[src/fcl_pkg.sv]
//Contract
//RULE_01: the fast oscillator runs at 16 MHz for select code 0x1 and at 20 MHz for 0x2; other codes are reserved.
//RULE_02: the select code picks which factory frequency and temperature trims go to the oscillator.
//RULE_03: every bit of the timer fuse byte is copied to the same bit of the timer fault control byte.
//RULE_04: the timer enables and default levels reload only after power-on reset, never after other resets.
//RULE_05: enable bits 7:4 put compare outputs A..D on their pins when 1 and keep them off when 0.
//RULE_06: level bits 3:0 give each compare output its level after reset and on debug entry with fault detect set.
//RULE_07: crc source 00 scans all flash, 01 boot only, 10 boot plus application code, 11 disables the scan.
//RULE_08: reset pin code 0x0 is general purpose, 0x1 the program/debug pin, 0x2 external reset, 0x3 reserved.
//RULE_09: chip erase clears the eeprom when the preserve bit is 0, keeps it when 1, and always clears it when locked.
//RULE_10: start-up codes 0x0 to 0x7 give 0, 1, 2, 4, 8, 16, 32 and 64 ms from power-on to code execution.
//RULE_11: application end counts 256-byte blocks, flash above it is data, and 0x00 makes all flash from boot end code.
//RULE_12: boot end counts 256-byte blocks and 0x00 makes the whole flash the boot section.
//RULE_13: the part is open only for lock byte 0xC5; locked, the debugger gets no system bus, only its own space.
//RULE_14: the programmer sets application end to boot size plus application code size in 256-byte blocks.
//RULE_15: all fuse bytes are read once per reset and the cpu stays in reset until the decoded values are applied.
package fcl_pkg;
    // clock and start-up unit
    localparam int CORE_CLK_HZ     = 50_000_000;
    localparam int STARTUP_UNIT_MS = 1;
    localparam int MS_CYCLES_DEF   = CORE_CLK_HZ / 1000 * STARTUP_UNIT_MS;
    // fuse and register offsets
    localparam logic [3:0] OFS_OSC     = 4'h2;
    localparam logic [3:0] OFS_TIMER   = 4'h4;
    localparam logic [3:0] OFS_SYS0    = 4'h5;
    localparam logic [3:0] OFS_SYS1    = 4'h6;
    localparam logic [3:0] OFS_APPLICATION_END_BLOCKS  = 4'h7;
    localparam logic [3:0] OFS_BOOT_END_BLOCKS = 4'h8;
    localparam logic [3:0] OFS_LOCK    = 4'hA;
    localparam logic [3:0] OFS_STATUS  = 4'hC;
    // values after reset and read masks
    localparam logic [7:0] OSC_RST   = 8'h02;
    localparam logic [7:0] SYS0_RST  = 8'hC4;
    localparam logic [7:0] SYS1_RST  = 8'h07;
    localparam logic [7:0] LOCK_RST  = 8'h00;
    localparam logic [7:0] SYS0_MASK = 8'hCD;
    localparam logic [7:0] SYS1_MASK = 8'h07;
    localparam logic [7:0] LOCK_OPEN = 8'hC5;
    // field codes and positions
    localparam logic [1:0] FREQ_16   = 2'h1;
    localparam logic [1:0] FREQ_20   = 2'h2;
    localparam logic [1:0] CRC_NONE  = 2'h3;
    localparam logic [1:0] PIN_GPIO  = 2'h0;
    localparam logic [1:0] PIN_DEBUG = 2'h1;
    localparam logic [1:0] PIN_RESET = 2'h2;
    localparam int SYS0_CRC_LO = 6;
    localparam int SYS0_PIN_LO = 2;
    localparam int SYS0_EEPROM_PRESERVE = 0;
    localparam int TMR_EN_LO   = 4;

    // load sequence states
    typedef enum logic [3:0] {
        ST_READ  = 4'b0001,
        ST_CAPT  = 4'b0010,
        ST_DELAY = 4'b0100,
        ST_RUN   = 4'b1000
    } fcl_state_t;

    // start-up code to milliseconds: 0, then doubling from 1
    function automatic logic [6:0] fcl_sut_ms(input logic [2:0] code);
        fcl_sut_ms = (code == 3'h0) ? 7'h00 : (7'h01 << (code - 3'h1));
    endfunction
endpackage

[src/fcl_loader.sv]
module fcl_loader
    import fcl_pkg::*;
#(
    parameter int          MS_CYCLES    = MS_CYCLES_DEF,
    parameter int          TEMP_W       = 4,
    parameter logic [8:0]  FLASH_BLOCKS = 9'h020
) (
    // clock and resets
    input  wire logic              core_clk_i,
    input  wire logic              resetn_i,
    input  wire logic              por_resetn_i,
    // fuse storage, data in the same cycle as the read
    output logic                   fuse_rd_o,
    output logic [3:0]             fuse_addr_o,
    input  wire logic [7:0]        fuse_data_i,
    // factory calibration values
    input  wire logic [7:0]        cal16_freq_i,
    input  wire logic [TEMP_W-1:0] cal16_temp_i,
    input  wire logic [7:0]        cal20_freq_i,
    input  wire logic [TEMP_W-1:0] cal20_temp_i,
    // register port
    input  wire logic [3:0]        reg_addr_i,
    input  wire logic [7:0]        reg_wdata_i,
    input  wire logic              reg_we_i,
    input  wire logic              reg_re_i,
    output logic [7:0]             reg_rdata_o,
    // events from the system
    input  wire logic              chip_erase_i,
    input  wire logic              debug_enter_i,
    input  wire logic              fault_detect_setting_i,
    // oscillator
    output logic                   osc_run_20mhz_o,
    output logic [7:0]             osc_frequency_trim_o,
    output logic [TEMP_W-1:0]      osc_temperature_trim_o,
    // control timer
    output logic [7:0]             timer_fault_control_o,
    output logic [3:0]             compare_output_enable_o,
    output logic [3:0]             compare_default_level_o,
    // crc scan, reset pin, flash partition
    output logic                   crc_enable_o,
    output logic [1:0]             crc_scan_source_o,
    output logic                   pin_gpio_o,
    output logic                   pin_program_debug_o,
    output logic                   pin_ext_reset_o,
    output logic [8:0]             boot_end_blocks_o,
    output logic [8:0]             application_end_blocks_o,
    // lock, erase, cpu
    output logic                   device_locked_o,
    output logic                   debug_bus_allow_o,
    output logic                   eeprom_erase_o,
    output logic                   cpu_resetn_o
);

    // main state, cleared by general reset
    // one packed record so one comb block and one flop block carry it all
    typedef struct packed {
        fcl_state_t          st;
        logic [3:0]          addr;
        logic [7:0]          osc;
        logic [7:0]          sys0;
        logic [7:0]          sys1;
        logic [7:0]          app;
        logic [7:0]          boot;
        logic [7:0]          lock;
        logic [15:0]         tick;
        logic [6:0]          ms;
        logic [7:0]          rdata;
        logic                sel20;
        logic [7:0]          ftrim;
        logic [TEMP_W-1:0]   ttrim;
        logic                crc_en;
        logic [1:0]          crc_src;
        logic                p_gpio;
        logic                p_dbg;
        logic                p_rst;
        logic [8:0]          boot_end;
        logic [8:0]          app_end;
        logic                locked;
        logic                dbg_allow;
        logic                erase;
        logic                cpu_run;
    } fcl_main_t;

    // timer state, cleared only by power-on reset
    // kept apart from the main record since its reset is different
    typedef struct packed {
        logic       valid;
        logic [7:0] fault;
        logic [3:0] en;
        logic [3:0] lvl;
    } fcl_timer_t;

    // last tick of a millisecond; sixteen bits hold the default count,
    // a faster clock would need a wider counter
    localparam logic [15:0] MS_LAST = 16'(MS_CYCLES - 1);

    fcl_main_t  m_reg;
    fcl_main_t  m_next;
    fcl_timer_t t_reg;
    fcl_timer_t t_next;
    logic       rst_meta;
    logic       rst_sync_n;
    logic       por_meta;
    logic       por_sync_n;
    logic       fuse_rd_reg;
    logic       capt_timer;

    // reset release through two flops each
    // both resets assert at once but release only after two clean edges,
    // so no flop leaves reset on a runt edge; power-on reset has its own
    // pair because the timer group must tell it apart from the rest
    always_ff @(posedge core_clk_i or negedge resetn_i) begin
        if (!resetn_i) begin
            rst_meta   <= 1'b0;
            rst_sync_n <= 1'b0;
        end else begin
            rst_meta   <= 1'b1;
            rst_sync_n <= rst_meta;
        end
    end

    always_ff @(posedge core_clk_i or negedge por_resetn_i) begin
        if (!por_resetn_i) begin
            por_meta   <= 1'b0;
            por_sync_n <= 1'b0;
        end else begin
            por_meta   <= 1'b1;
            por_sync_n <= por_meta;
        end
    end

    // timer byte captured only while its copy is stale since power-on
    // the valid flag tells a power-on load from a warm one; it is cleared
    // only with the group, so a warm reset skips the capture
    assign capt_timer = (m_reg.st == ST_CAPT) && (m_reg.addr == OFS_TIMER) && !t_reg.valid;

    always_comb begin
        t_next = t_reg;
        if (capt_timer) begin
            t_next.valid = 1'b1;                                          // [RULE_04]
            t_next.fault = fuse_data_i;                                   // [RULE_03]
            t_next.en    = fuse_data_i[TMR_EN_LO +: 4];                   // [RULE_05]
            t_next.lvl   = fuse_data_i[3:0];                              // [RULE_06]
        end else if (debug_enter_i && fault_detect_setting_i && t_reg.valid) begin
            t_next.lvl = t_reg.fault[3:0];                                // [RULE_06]
        end
    end

    // other resets leave this group alone, so settings survive them
    always_ff @(posedge core_clk_i or negedge por_sync_n) begin
        if (!por_sync_n) begin
            t_reg <= '0;
        end else begin
            t_reg <= t_next;
        end
    end

    // load sequence, decode and register port
    // one fuse byte every two cycles: strobe, then capture while the strobe
    // still stands, since the fuse store answers in the strobe cycle;
    // reserved offsets are walked too, which keeps the address a plain counter
    always_comb begin
        m_next          = m_reg;
        m_next.rdata    = 8'h00;
        m_next.erase    = 1'b0;
        fuse_rd_reg     = 1'b0;
        unique case (m_reg.st)
            ST_READ: begin
                // the strobe is registered and leaves after one cycle
                fuse_rd_reg = 1'b1;                                       // [RULE_15]
                m_next.st   = ST_CAPT;
            end
            ST_CAPT: begin
                // reserved offsets are read too and dropped
                unique case (m_reg.addr)
                    OFS_OSC:     m_next.osc  = fuse_data_i;
                    OFS_SYS0:    m_next.sys0 = fuse_data_i & SYS0_MASK;
                    OFS_SYS1:    m_next.sys1 = fuse_data_i & SYS1_MASK;
                    OFS_APPLICATION_END_BLOCKS:  m_next.app  = fuse_data_i;
                    OFS_BOOT_END_BLOCKS: m_next.boot = fuse_data_i;
                    OFS_LOCK:    m_next.lock = fuse_data_i;
                    default:     m_next.addr = m_reg.addr;
                endcase
                if (m_reg.addr == OFS_LOCK) begin
                    m_next.st = ST_DELAY;
                    m_next.ms = 7'h00;
                end else begin
                    m_next.addr = m_reg.addr + 4'h1;
                    m_next.st   = ST_READ;
                end
            end
            ST_DELAY: begin
                // one tick per millisecond, cpu released when the count is met
                // the tick counter moves only here and reset clears it,
                // so every delay starts from zero
                if (m_reg.ms >= fcl_sut_ms(m_reg.sys1[2:0])) begin      // [RULE_10]
                    m_next.st      = ST_RUN;
                    m_next.cpu_run = 1'b1;                                // [RULE_15]
                end else if (m_reg.tick == MS_LAST) begin
                    m_next.tick = 16'h0000;
                    m_next.ms   = m_reg.ms + 7'h01;
                end else begin
                    m_next.tick = m_reg.tick + 16'h0001;
                end
            end
            ST_RUN: begin
                // stay here until the next reset
                m_next.cpu_run = 1'b1;
            end
        endcase

        // decoded outputs follow the shadows one cycle later
        // they are recomputed every cycle, so a lock write reaches the
        // lock and debug outputs one cycle after the shadow changes
        m_next.sel20 = (m_reg.osc[1:0] != FREQ_16);                      // [RULE_01]
        m_next.ftrim = m_next.sel20 ? cal20_freq_i : cal16_freq_i;        // [RULE_02]
        m_next.ttrim = m_next.sel20 ? cal20_temp_i : cal16_temp_i;        // [RULE_02]
        m_next.crc_src = m_reg.sys0[SYS0_CRC_LO +: 2];                    // [RULE_07]
        m_next.crc_en  = (m_next.crc_src != CRC_NONE);                    // [RULE_07]
        m_next.p_gpio  = (m_reg.sys0[SYS0_PIN_LO +: 2] == PIN_GPIO);      // [RULE_08]
        m_next.p_dbg   = (m_reg.sys0[SYS0_PIN_LO +: 2] == PIN_DEBUG);     // [RULE_08]
        m_next.p_rst   = (m_reg.sys0[SYS0_PIN_LO +: 2] == PIN_RESET);     // [RULE_08]
        // zero boot end means all boot, zero app end means code to the top
        m_next.boot_end = (m_reg.boot == 8'h00) ? FLASH_BLOCKS : {1'b0, m_reg.boot}; // [RULE_12]
        m_next.app_end  = (m_reg.app == 8'h00 || m_reg.boot == 8'h00) ?
                          FLASH_BLOCKS : {1'b0, m_reg.app};               // [RULE_11]
        m_next.locked    = (m_reg.lock != LOCK_OPEN);                     // [RULE_13]
        m_next.dbg_allow = !m_next.locked && (m_reg.st == ST_RUN);        // [RULE_13]

        // locked parts never keep eeprom contents
        // the decision uses the registered lock state, so an erase right
        // after a lock write still sees the old state
        if (chip_erase_i) begin
            m_next.erase = m_reg.locked || !m_reg.sys0[SYS0_EEPROM_PRESERVE];      // [RULE_09]
        end

        // only the lock byte is writable; bus writes wait for the load
        // a written value lasts until the next reset reloads the fuse byte
        if (reg_we_i && reg_addr_i == OFS_LOCK && m_reg.st == ST_RUN) begin
            m_next.lock = reg_wdata_i;
        end

        // read data lives one cycle and is zero otherwise, so a shared
        // read bus can simply or the slaves together
        if (reg_re_i) begin
            unique case (reg_addr_i)
                OFS_TIMER:   m_next.rdata = t_reg.fault;
                OFS_SYS0:    m_next.rdata = m_reg.sys0;
                OFS_SYS1:    m_next.rdata = m_reg.sys1;
                OFS_APPLICATION_END_BLOCKS:  m_next.rdata = m_reg.app;
                OFS_BOOT_END_BLOCKS: m_next.rdata = m_reg.boot;
                OFS_LOCK:    m_next.rdata = m_reg.lock;
                OFS_STATUS:  m_next.rdata = {5'h00, t_reg.valid, m_reg.locked, m_reg.cpu_run};
                default:     m_next.rdata = 8'h00;
            endcase
        end
    end

    // main register set
    // shadows start at their unprogrammed defaults so the decode is sane
    // before the first fuse byte arrives
    always_ff @(posedge core_clk_i or negedge rst_sync_n) begin
        if (!rst_sync_n) begin
            m_reg         <= '0;
            m_reg.st      <= ST_READ;
            m_reg.addr    <= OFS_OSC;
            m_reg.osc     <= OSC_RST;
            m_reg.sys0    <= SYS0_RST;
            m_reg.sys1    <= SYS1_RST;
            m_reg.lock    <= LOCK_RST;
            m_reg.sel20   <= 1'b1;
            m_reg.crc_src <= CRC_NONE;
            m_reg.locked  <= 1'b1;
            fuse_rd_o     <= 1'b0;
            fuse_addr_o   <= OFS_OSC;
        end else begin
            m_reg         <= m_next;
            fuse_rd_o     <= fuse_rd_reg;
            fuse_addr_o   <= m_reg.addr;
        end
    end

    // every output straight from a flop
    // no logic after the flops keeps every output free of glitches
    assign reg_rdata_o              = m_reg.rdata;
    assign osc_run_20mhz_o          = m_reg.sel20;
    assign osc_frequency_trim_o     = m_reg.ftrim;
    assign osc_temperature_trim_o   = m_reg.ttrim;
    assign timer_fault_control_o    = t_reg.fault;
    assign compare_output_enable_o  = t_reg.en;
    assign compare_default_level_o  = t_reg.lvl;
    assign crc_enable_o             = m_reg.crc_en;
    assign crc_scan_source_o        = m_reg.crc_src;
    assign pin_gpio_o               = m_reg.p_gpio;
    assign pin_program_debug_o      = m_reg.p_dbg;
    assign pin_ext_reset_o          = m_reg.p_rst;
    assign boot_end_blocks_o        = m_reg.boot_end;
    assign application_end_blocks_o = m_reg.app_end;
    assign device_locked_o          = m_reg.locked;
    assign debug_bus_allow_o        = m_reg.dbg_allow;
    assign eeprom_erase_o           = m_reg.erase;
    assign cpu_resetn_o             = m_reg.cpu_run;

endmodule // fcl_loader

[config.mk]
export PLATFORM = sky130hd
export DESIGN_NAME = fcl_loader
export DESIGN_NICKNAME = d
export VERILOG_FILES = /design/src/fcl_pkg.sv /design/src/fcl_loader.sv
export SDC_FILE = /design/constraint.sdc
export NUM_CORES = 1
export LEC_CHECK = 0
export ABC_AREA = 1
export BUFFER_PORTS_ARGS = -buffer_cell sky130_fd_sc_hd__buf_4
export CAP_MARGIN = 0
export CORE_UTILIZATION = 44
export CTS_BUF_LIST = sky130_fd_sc_hd__clkbuf_2 sky130_fd_sc_hd__clkbuf_4 sky130_fd_sc_hd__clkbuf_8
export DETAILED_ROUTE_END_ITERATION = 16
export PLACE_DENSITY = 0.66
export SYNTH_ARGS = -nofsm -noshare
export SYNTH_HDL_FRONTEND = slang
export SYNTH_SLANG_ARGS = --single-unit
[constraint.sdc]
create_clock -name core_clk_i -period 4.2 [get_ports core_clk_i]
set_input_delay 0.21 -clock core_clk_i [delete_from_list [all_inputs] [get_ports core_clk_i]]
set_output_delay 0.21 -clock core_clk_i [all_outputs]
set_load 0.02 [all_outputs]
# After elaboration in Yosys (flattened, before gate mapping)

Index checks and enable logic that the tools add are counted.

Add/sub/neg operators: 4
$lt $le $gt $ge: 1
Equality and inequality tests: 28
Shift operators: 1
Mux-type cells: 24
Bitwise gates (word level): 2
Reductions and logical operators: 33

Operators with widths:

| kind                                                 | count |
|---|---|
| 2-to-1 mux 8 bit                                     | 7 |
| one-hot mux 8 bit (7 select lines)                   | 1 |
| equality test 4 x 3 -> 1 bit (second input constant) | 9 |
| 2-to-1 mux 7 bit                                     | 4 |
| equality test 4 bit (second input constant)          | 6 |
| AND reduction 2 bit                                  | 10 |
| adder 16 x 1 -> 16 bit (second input constant)       | 1 |
| equality test 16 bit (second input constant)         | 1 |
| zero test 8 bit                                      | 2 |
| 2-to-1 mux 16 bit                                    | 1 |
| 2-to-1 mux 4 bit                                     | 4 |
| one-hot mux 7 bit (2 select lines)                   | 1 |
| one-hot mux 4 bit (3 select lines)                   | 1 |
| nonzero test 2 bit                                   | 5 |
| equality test 4 x 2 -> 1 bit (second input constant) | 2 |
| != test 2 bit (second input constant)                | 4 |
| != test 8 bit (second input constant)                | 1 |
| adder 7 x 1 -> 7 bit (second input constant)         | 1 |
| greater-or-equal comparator 7 bit                    | 1 |
| logical AND 1 bit                                    | 7 |
| left shift 1 x 3 -> 7 bit (first input constant)     | 1 |
| adder 4 x 1 -> 4 bit (second input constant)         | 1 |
| equality test 4 x 1 -> 1 bit (second input constant) | 1 |
| != test 2 x 1 -> 1 bit (second input constant)       | 2 |
| 13 further kinds                                     | 19 |

Register bits: 144
Bits of input ports: 52
Output and inout bits: 70
Logic and storage cells: 128

# Longest topological paths before layout

Depth in word-level cells: 6
Depth in mapped cells: 13
Depth with buffers taken out: 13

# Worst setup path after synthesis

No wires, ideal clock.

Path kind: register -> register
From: register m_reg[97] (netlist name)
To: register m_reg[49] (netlist name)
Library setup time: 0.117 ns
Arrival time: 1.747 ns
Data required time: 4.083 ns
Slack: 2.337 ns
Cell stages (with the launch flop): 11
Path buffers: 0
Clock period less this slack: 1.863 ns
Cells stage by stage: dfstp_2 nand3_1 ha_1 nand2_1 inv_1 a21oi_1 nand2_1 nand2_2 nand3_2 nand2_1 nand2_1

Word-level cells in the longest chain between the ends: 6
Elaborated cells between the ends (all ways): 7
Classes of those cells: add/sub (1); order compare (1); eq/ne (1); shift (1); mux (1); reduce/logical (2)

RTL lines:

| item                                  | line              | RTL |
|---|---|---|
| start: declaration                    | fcl_loader.sv:97  | `fcl_main_t m_reg;` |
| start signal: assignment              | fcl_loader.sv:277 | `m_reg <= m_next;` |
| subtractor 3 x 1 -> 3 bit             | fcl_pkg.sv:61     | `fcl_sut_ms = (code == 3'h0) ? 7'h00 : (7'h01 << (code - 3'h1));` |
| left shift 1 x 3 -> 7 bit             | fcl_pkg.sv:61     |  |
| 2-to-1 mux 7 bit (*)                  | fcl_pkg.sv:61     |  |
| greater-or-equal comparator 7 bit (*) | fcl_loader.sv:196 | `if (m_reg.ms >= fcl_sut_ms(m_reg.sys1[2:0])) begin` |
| != test 2 bit (no line) (*)           | n/a               |  |
| AND reduction 4 bit (no line) (*)     | n/a               |  |

Every way passes the cells marked *; elsewhere a longest branch is shown, timed or not.
A chain may end at the register's enable or synchronous reset.

# Final worst setup path

From: register m_reg[98] (netlist name)
To: register m_reg[56] (netlist name)

Word-level cells in the longest chain between the ends: 6
Elaborated cells between the ends (all ways): 7
Classes of those cells: add/sub (1); order compare (1); shift (1); mux (1); bitwise (1); reduce/logical (2)

RTL lines:

| item                                  | line |
|---|---|
| subtractor 3 x 1 -> 3 bit             | fcl_pkg.sv:61 |
| left shift 1 x 3 -> 7 bit             | fcl_pkg.sv:61 |
| 2-to-1 mux 7 bit (*)                  | fcl_pkg.sv:61 |
| greater-or-equal comparator 7 bit (*) | fcl_loader.sv:196 |
| NOT 1 bit (no line) (*)               | n/a |
| AND reduction 2 bit (no line) (*)     | n/a |

Marked as above.

==> results.tsv <==
stage	metric	value	unit
final_layout	mostFrequentLayoutCells	187 x nand2_1, 121 x buf_4, 119 x dfrtp_1, 76 x nor2_1, 72 x inv_1	
critical_path	path_max_fanout	26	
logic_synthesis	syn-cell-area	6590	um2
final_layout	final_common_cell	nand2_1	
grt	grt_pass1_wl	24600	um
grt	grt_pass1_vias	4838	
timing	final_hold_viol_count	0	
logic_synthesis	syn_area_per_cell	8.73	um2
die	rows	44	
die	io_pins	122	
final_layout	ff_latch_area	3370	um2
timing	worstMarginPinSlew	0.590	ns
drt	wirelength	14900	um
logic_synthesis	synth_edf_count	0	
clocking	worstSkewPairLatency	0.45	ns
logic_synthesis	syn_inst	755	
clocking	cts_buffers	17	
logic_synthesis	yosys.area.top_type	dfrtp_1	
die	start_util	45.2	%
drt	dr.pass1.iters	5	
place	placed_cell_area	7230	um2
logic_synthesis	netlist_top_cells_area	dfrtp_1 46%, nand2_1 11%, buf_4 6.4%	
critical_path	worstSetupPathType	reg -> reg	
timing	relSlewSlack	60.6	%
grt	grtUsageTotal	20.2	%
clocking	cts_buffer_depth	2	
critical_path	cp-end-kind	flop	
pwr	power.density_cell_area	349	nW/um2
logic_synthesis	yosys_warnings	0	
drt	vias	5125	
drt	drt-initial-drc-count	316	
place	io_buffers	119	
place	hpwl	10700	um
drt	ant_nets	0	
die	die-area	15500	um2
logic_synthesis	async_flop_share	100	%
clocking	clk_pin_slew_worst_paths	0.08	ns
logic_synthesis	seq_area_frac_synth	51.2	%
final_layout	fin_area	8010	um2
logic_synthesis	synth.top_cell.area_share	45.6	%
critical_path	slowest_delay	0.59	ns
die	die_w	124	um
timing	final-max-slew-violation-count	0	
clocking	htreeDepth	4	
drt	detail_route.wl_per_cell	14.1	um
clocking	numClockSinks	134	
timing	worst_slack	2.02	ns
clocking	cts-resized-gates	0	
drt	drc_errors	0	
timing	fin_crit	2.18	ns
die	core	14600	um2
critical_path	worstPathCellList	nand3_1, ha_1, nand2_1, nand2_1, a21oi_1, nand3_4, inv_2, nand3_1, o21ai_0	
final_layout	drive_above_1_share	24.7	%
flow_run	cap_violations	0	
timing	finClkSkew	0.0103	ns
grt	overflow	0	
timing	fmax	0.459	GHz
outcome	status	completed	
place	dp_slack	2.02	ns
drt	avgViaCountPerCell	4.84	
final_layout	largest_reg_flops	63	
clocking	cts_tree	built	
final_layout	syn2layout_area_growth	21.6	%
pwr	leakage	3.97	nW
critical_path	worstPathRequired	4.57	ns
final_layout	fin_util	54.9	%
grt	antenna_found_initial	0	
final_layout	multiInputGateArea	2420	um2
timing	setup_violations	0	
timing	rsz0062_at_grt	no	
grt	grt_max_degree	46	
final_layout	nFillCells	1340	
timing	final.period_utilization	51.9	%
logic_synthesis	synth-main-ff-cell	dfrtp_1	
min_path	hold_path_class	in -> async	
final_layout	nets	927	
critical_path	slowest_stage	dfstp_2	
critical_path	critPathLaunchType	flop	
pwr	ir_drop	0.000206	V
final_layout	n_antenna_cell	0	
place	gp_congestion	0.885	
logic_synthesis	post_synth_num_cell_types	41	
die	die_y	124	um
timing	tns	0	ns
logic_synthesis	ys_ff_latch	134	
critical_path	crit_arrival	2.54	ns
timing	hold_ws	0.0811	ns
clocking	cts-root-buf	clkbuf_8	
-- final timing paths --
kind	startpoint	endpoint	slack (ns)	depth (start not counted)
min in group core_clk_i	fuse_data_i[5]	timer_fault_control_o[5]	0.10	3
min	resetn_i	rst_sync_n	0.08	2
min reg2reg	por_sync_n	compare_default_level_o[3]	0.23	0
max in group asynchronous	rst_sync_n	m_reg[113]	2.90	1
max	m_reg[98]	m_reg[56]	2.02	9
max reg2reg	m_reg[98]	m_reg[56]	2.02	9
-- per-layer routing --
metal / part of all wire [%] / GRT usage, %
met1: 48 / 28.1
met2: 45 / 29.9
met3: 5.2 / 5.28
met4: 1.7 / 8.08
met5: 0 / 0
-- area by class of cell --
type | count | share of cell area (%)
clock buffer | 19 | 3.19
clock inverter | 13 | 2.14
inverter | 79 | 3.77
multi-input combinational | 474 | 30.2
sequential | 134 | 42.1
tap | 184 | 2.87
timing repair buffer | 156 | 15.7
-- cell usage after synthesis, drive strengths merged, types with 2 or more instances --
cell and instances:
nand2 191, dfrtp 120, nor2 85, inv 79, buf 63, o21ai 61
nand3 53, dfstp 14, a21oi 13, ha 13, nor3 13, mux2 12
clkbuf 7, nand4 7, xor2 7, nor4 4, o21bai 3, conb 2
nor3b 2
-- logic make-up after synthesis --
| logic type | Yosys count | share of synthesized area, % |
|---|---|---|
| other cells | 2 | 0.114 |
| compound gates | 81 | 6.91 |
| simple gates | 356 | 24.0 |
| xor+xnor | 8 | 1.06 |
| flops | 134 | 51.2 |
| mux | 12 | 2.05 |
| buf+inv | 149 | 12.3 |
| fa+ha+maj | 13 | 2.47 |
-- where the power goes --
| part | leakage (nW) | total (mW) | internal, mW | switching (mW) |
|---|---|---|---|---|
| sequential | 1.59 | 1.38 | 1.34 | 0.0403 |
| clock | 0.205 | 1.15 | 0.618 | 0.529 |
| combinational | 2.18 | 0.267 | 0.129 | 0.138 |
| total | 3.97 | 2.80 | 2.09 | 0.707 |
-- stage by stage --
| stage | total power, mW | instances |
|---|---|---|
| after floorplan | 1.56 | 757 |
| after global placement | 1.64 | 992 |
| after detailed placement | 1.65 | 992 |
| after CTS | 2.82 | 1059 |
| after global routing | 2.91 | 1059 |
| final | 2.80 | 1059 |
-- critical path, delay by kind of cell (launching register included) --
| kind | cells | cell delay (ns) |
|---|---|---|
| AND/OR/NAND/NOR | 5 | 0.65 |
| flip-flops | 1 | 0.59 |
| AO/OA/AOI/OAI | 2 | 0.34 |
| adder cells (fa/ha/maj) | 1 | 0.31 |
| buffers and inverters | 1 | 0.22 |
-- what timing repair did --
item | 4_1_cts | 5_1_grt
setup buffers | 0 | 0
hold endpoints to repair | 25 | 0
hold buffers | 35 | 0
(Power assumes the default switching activity.)
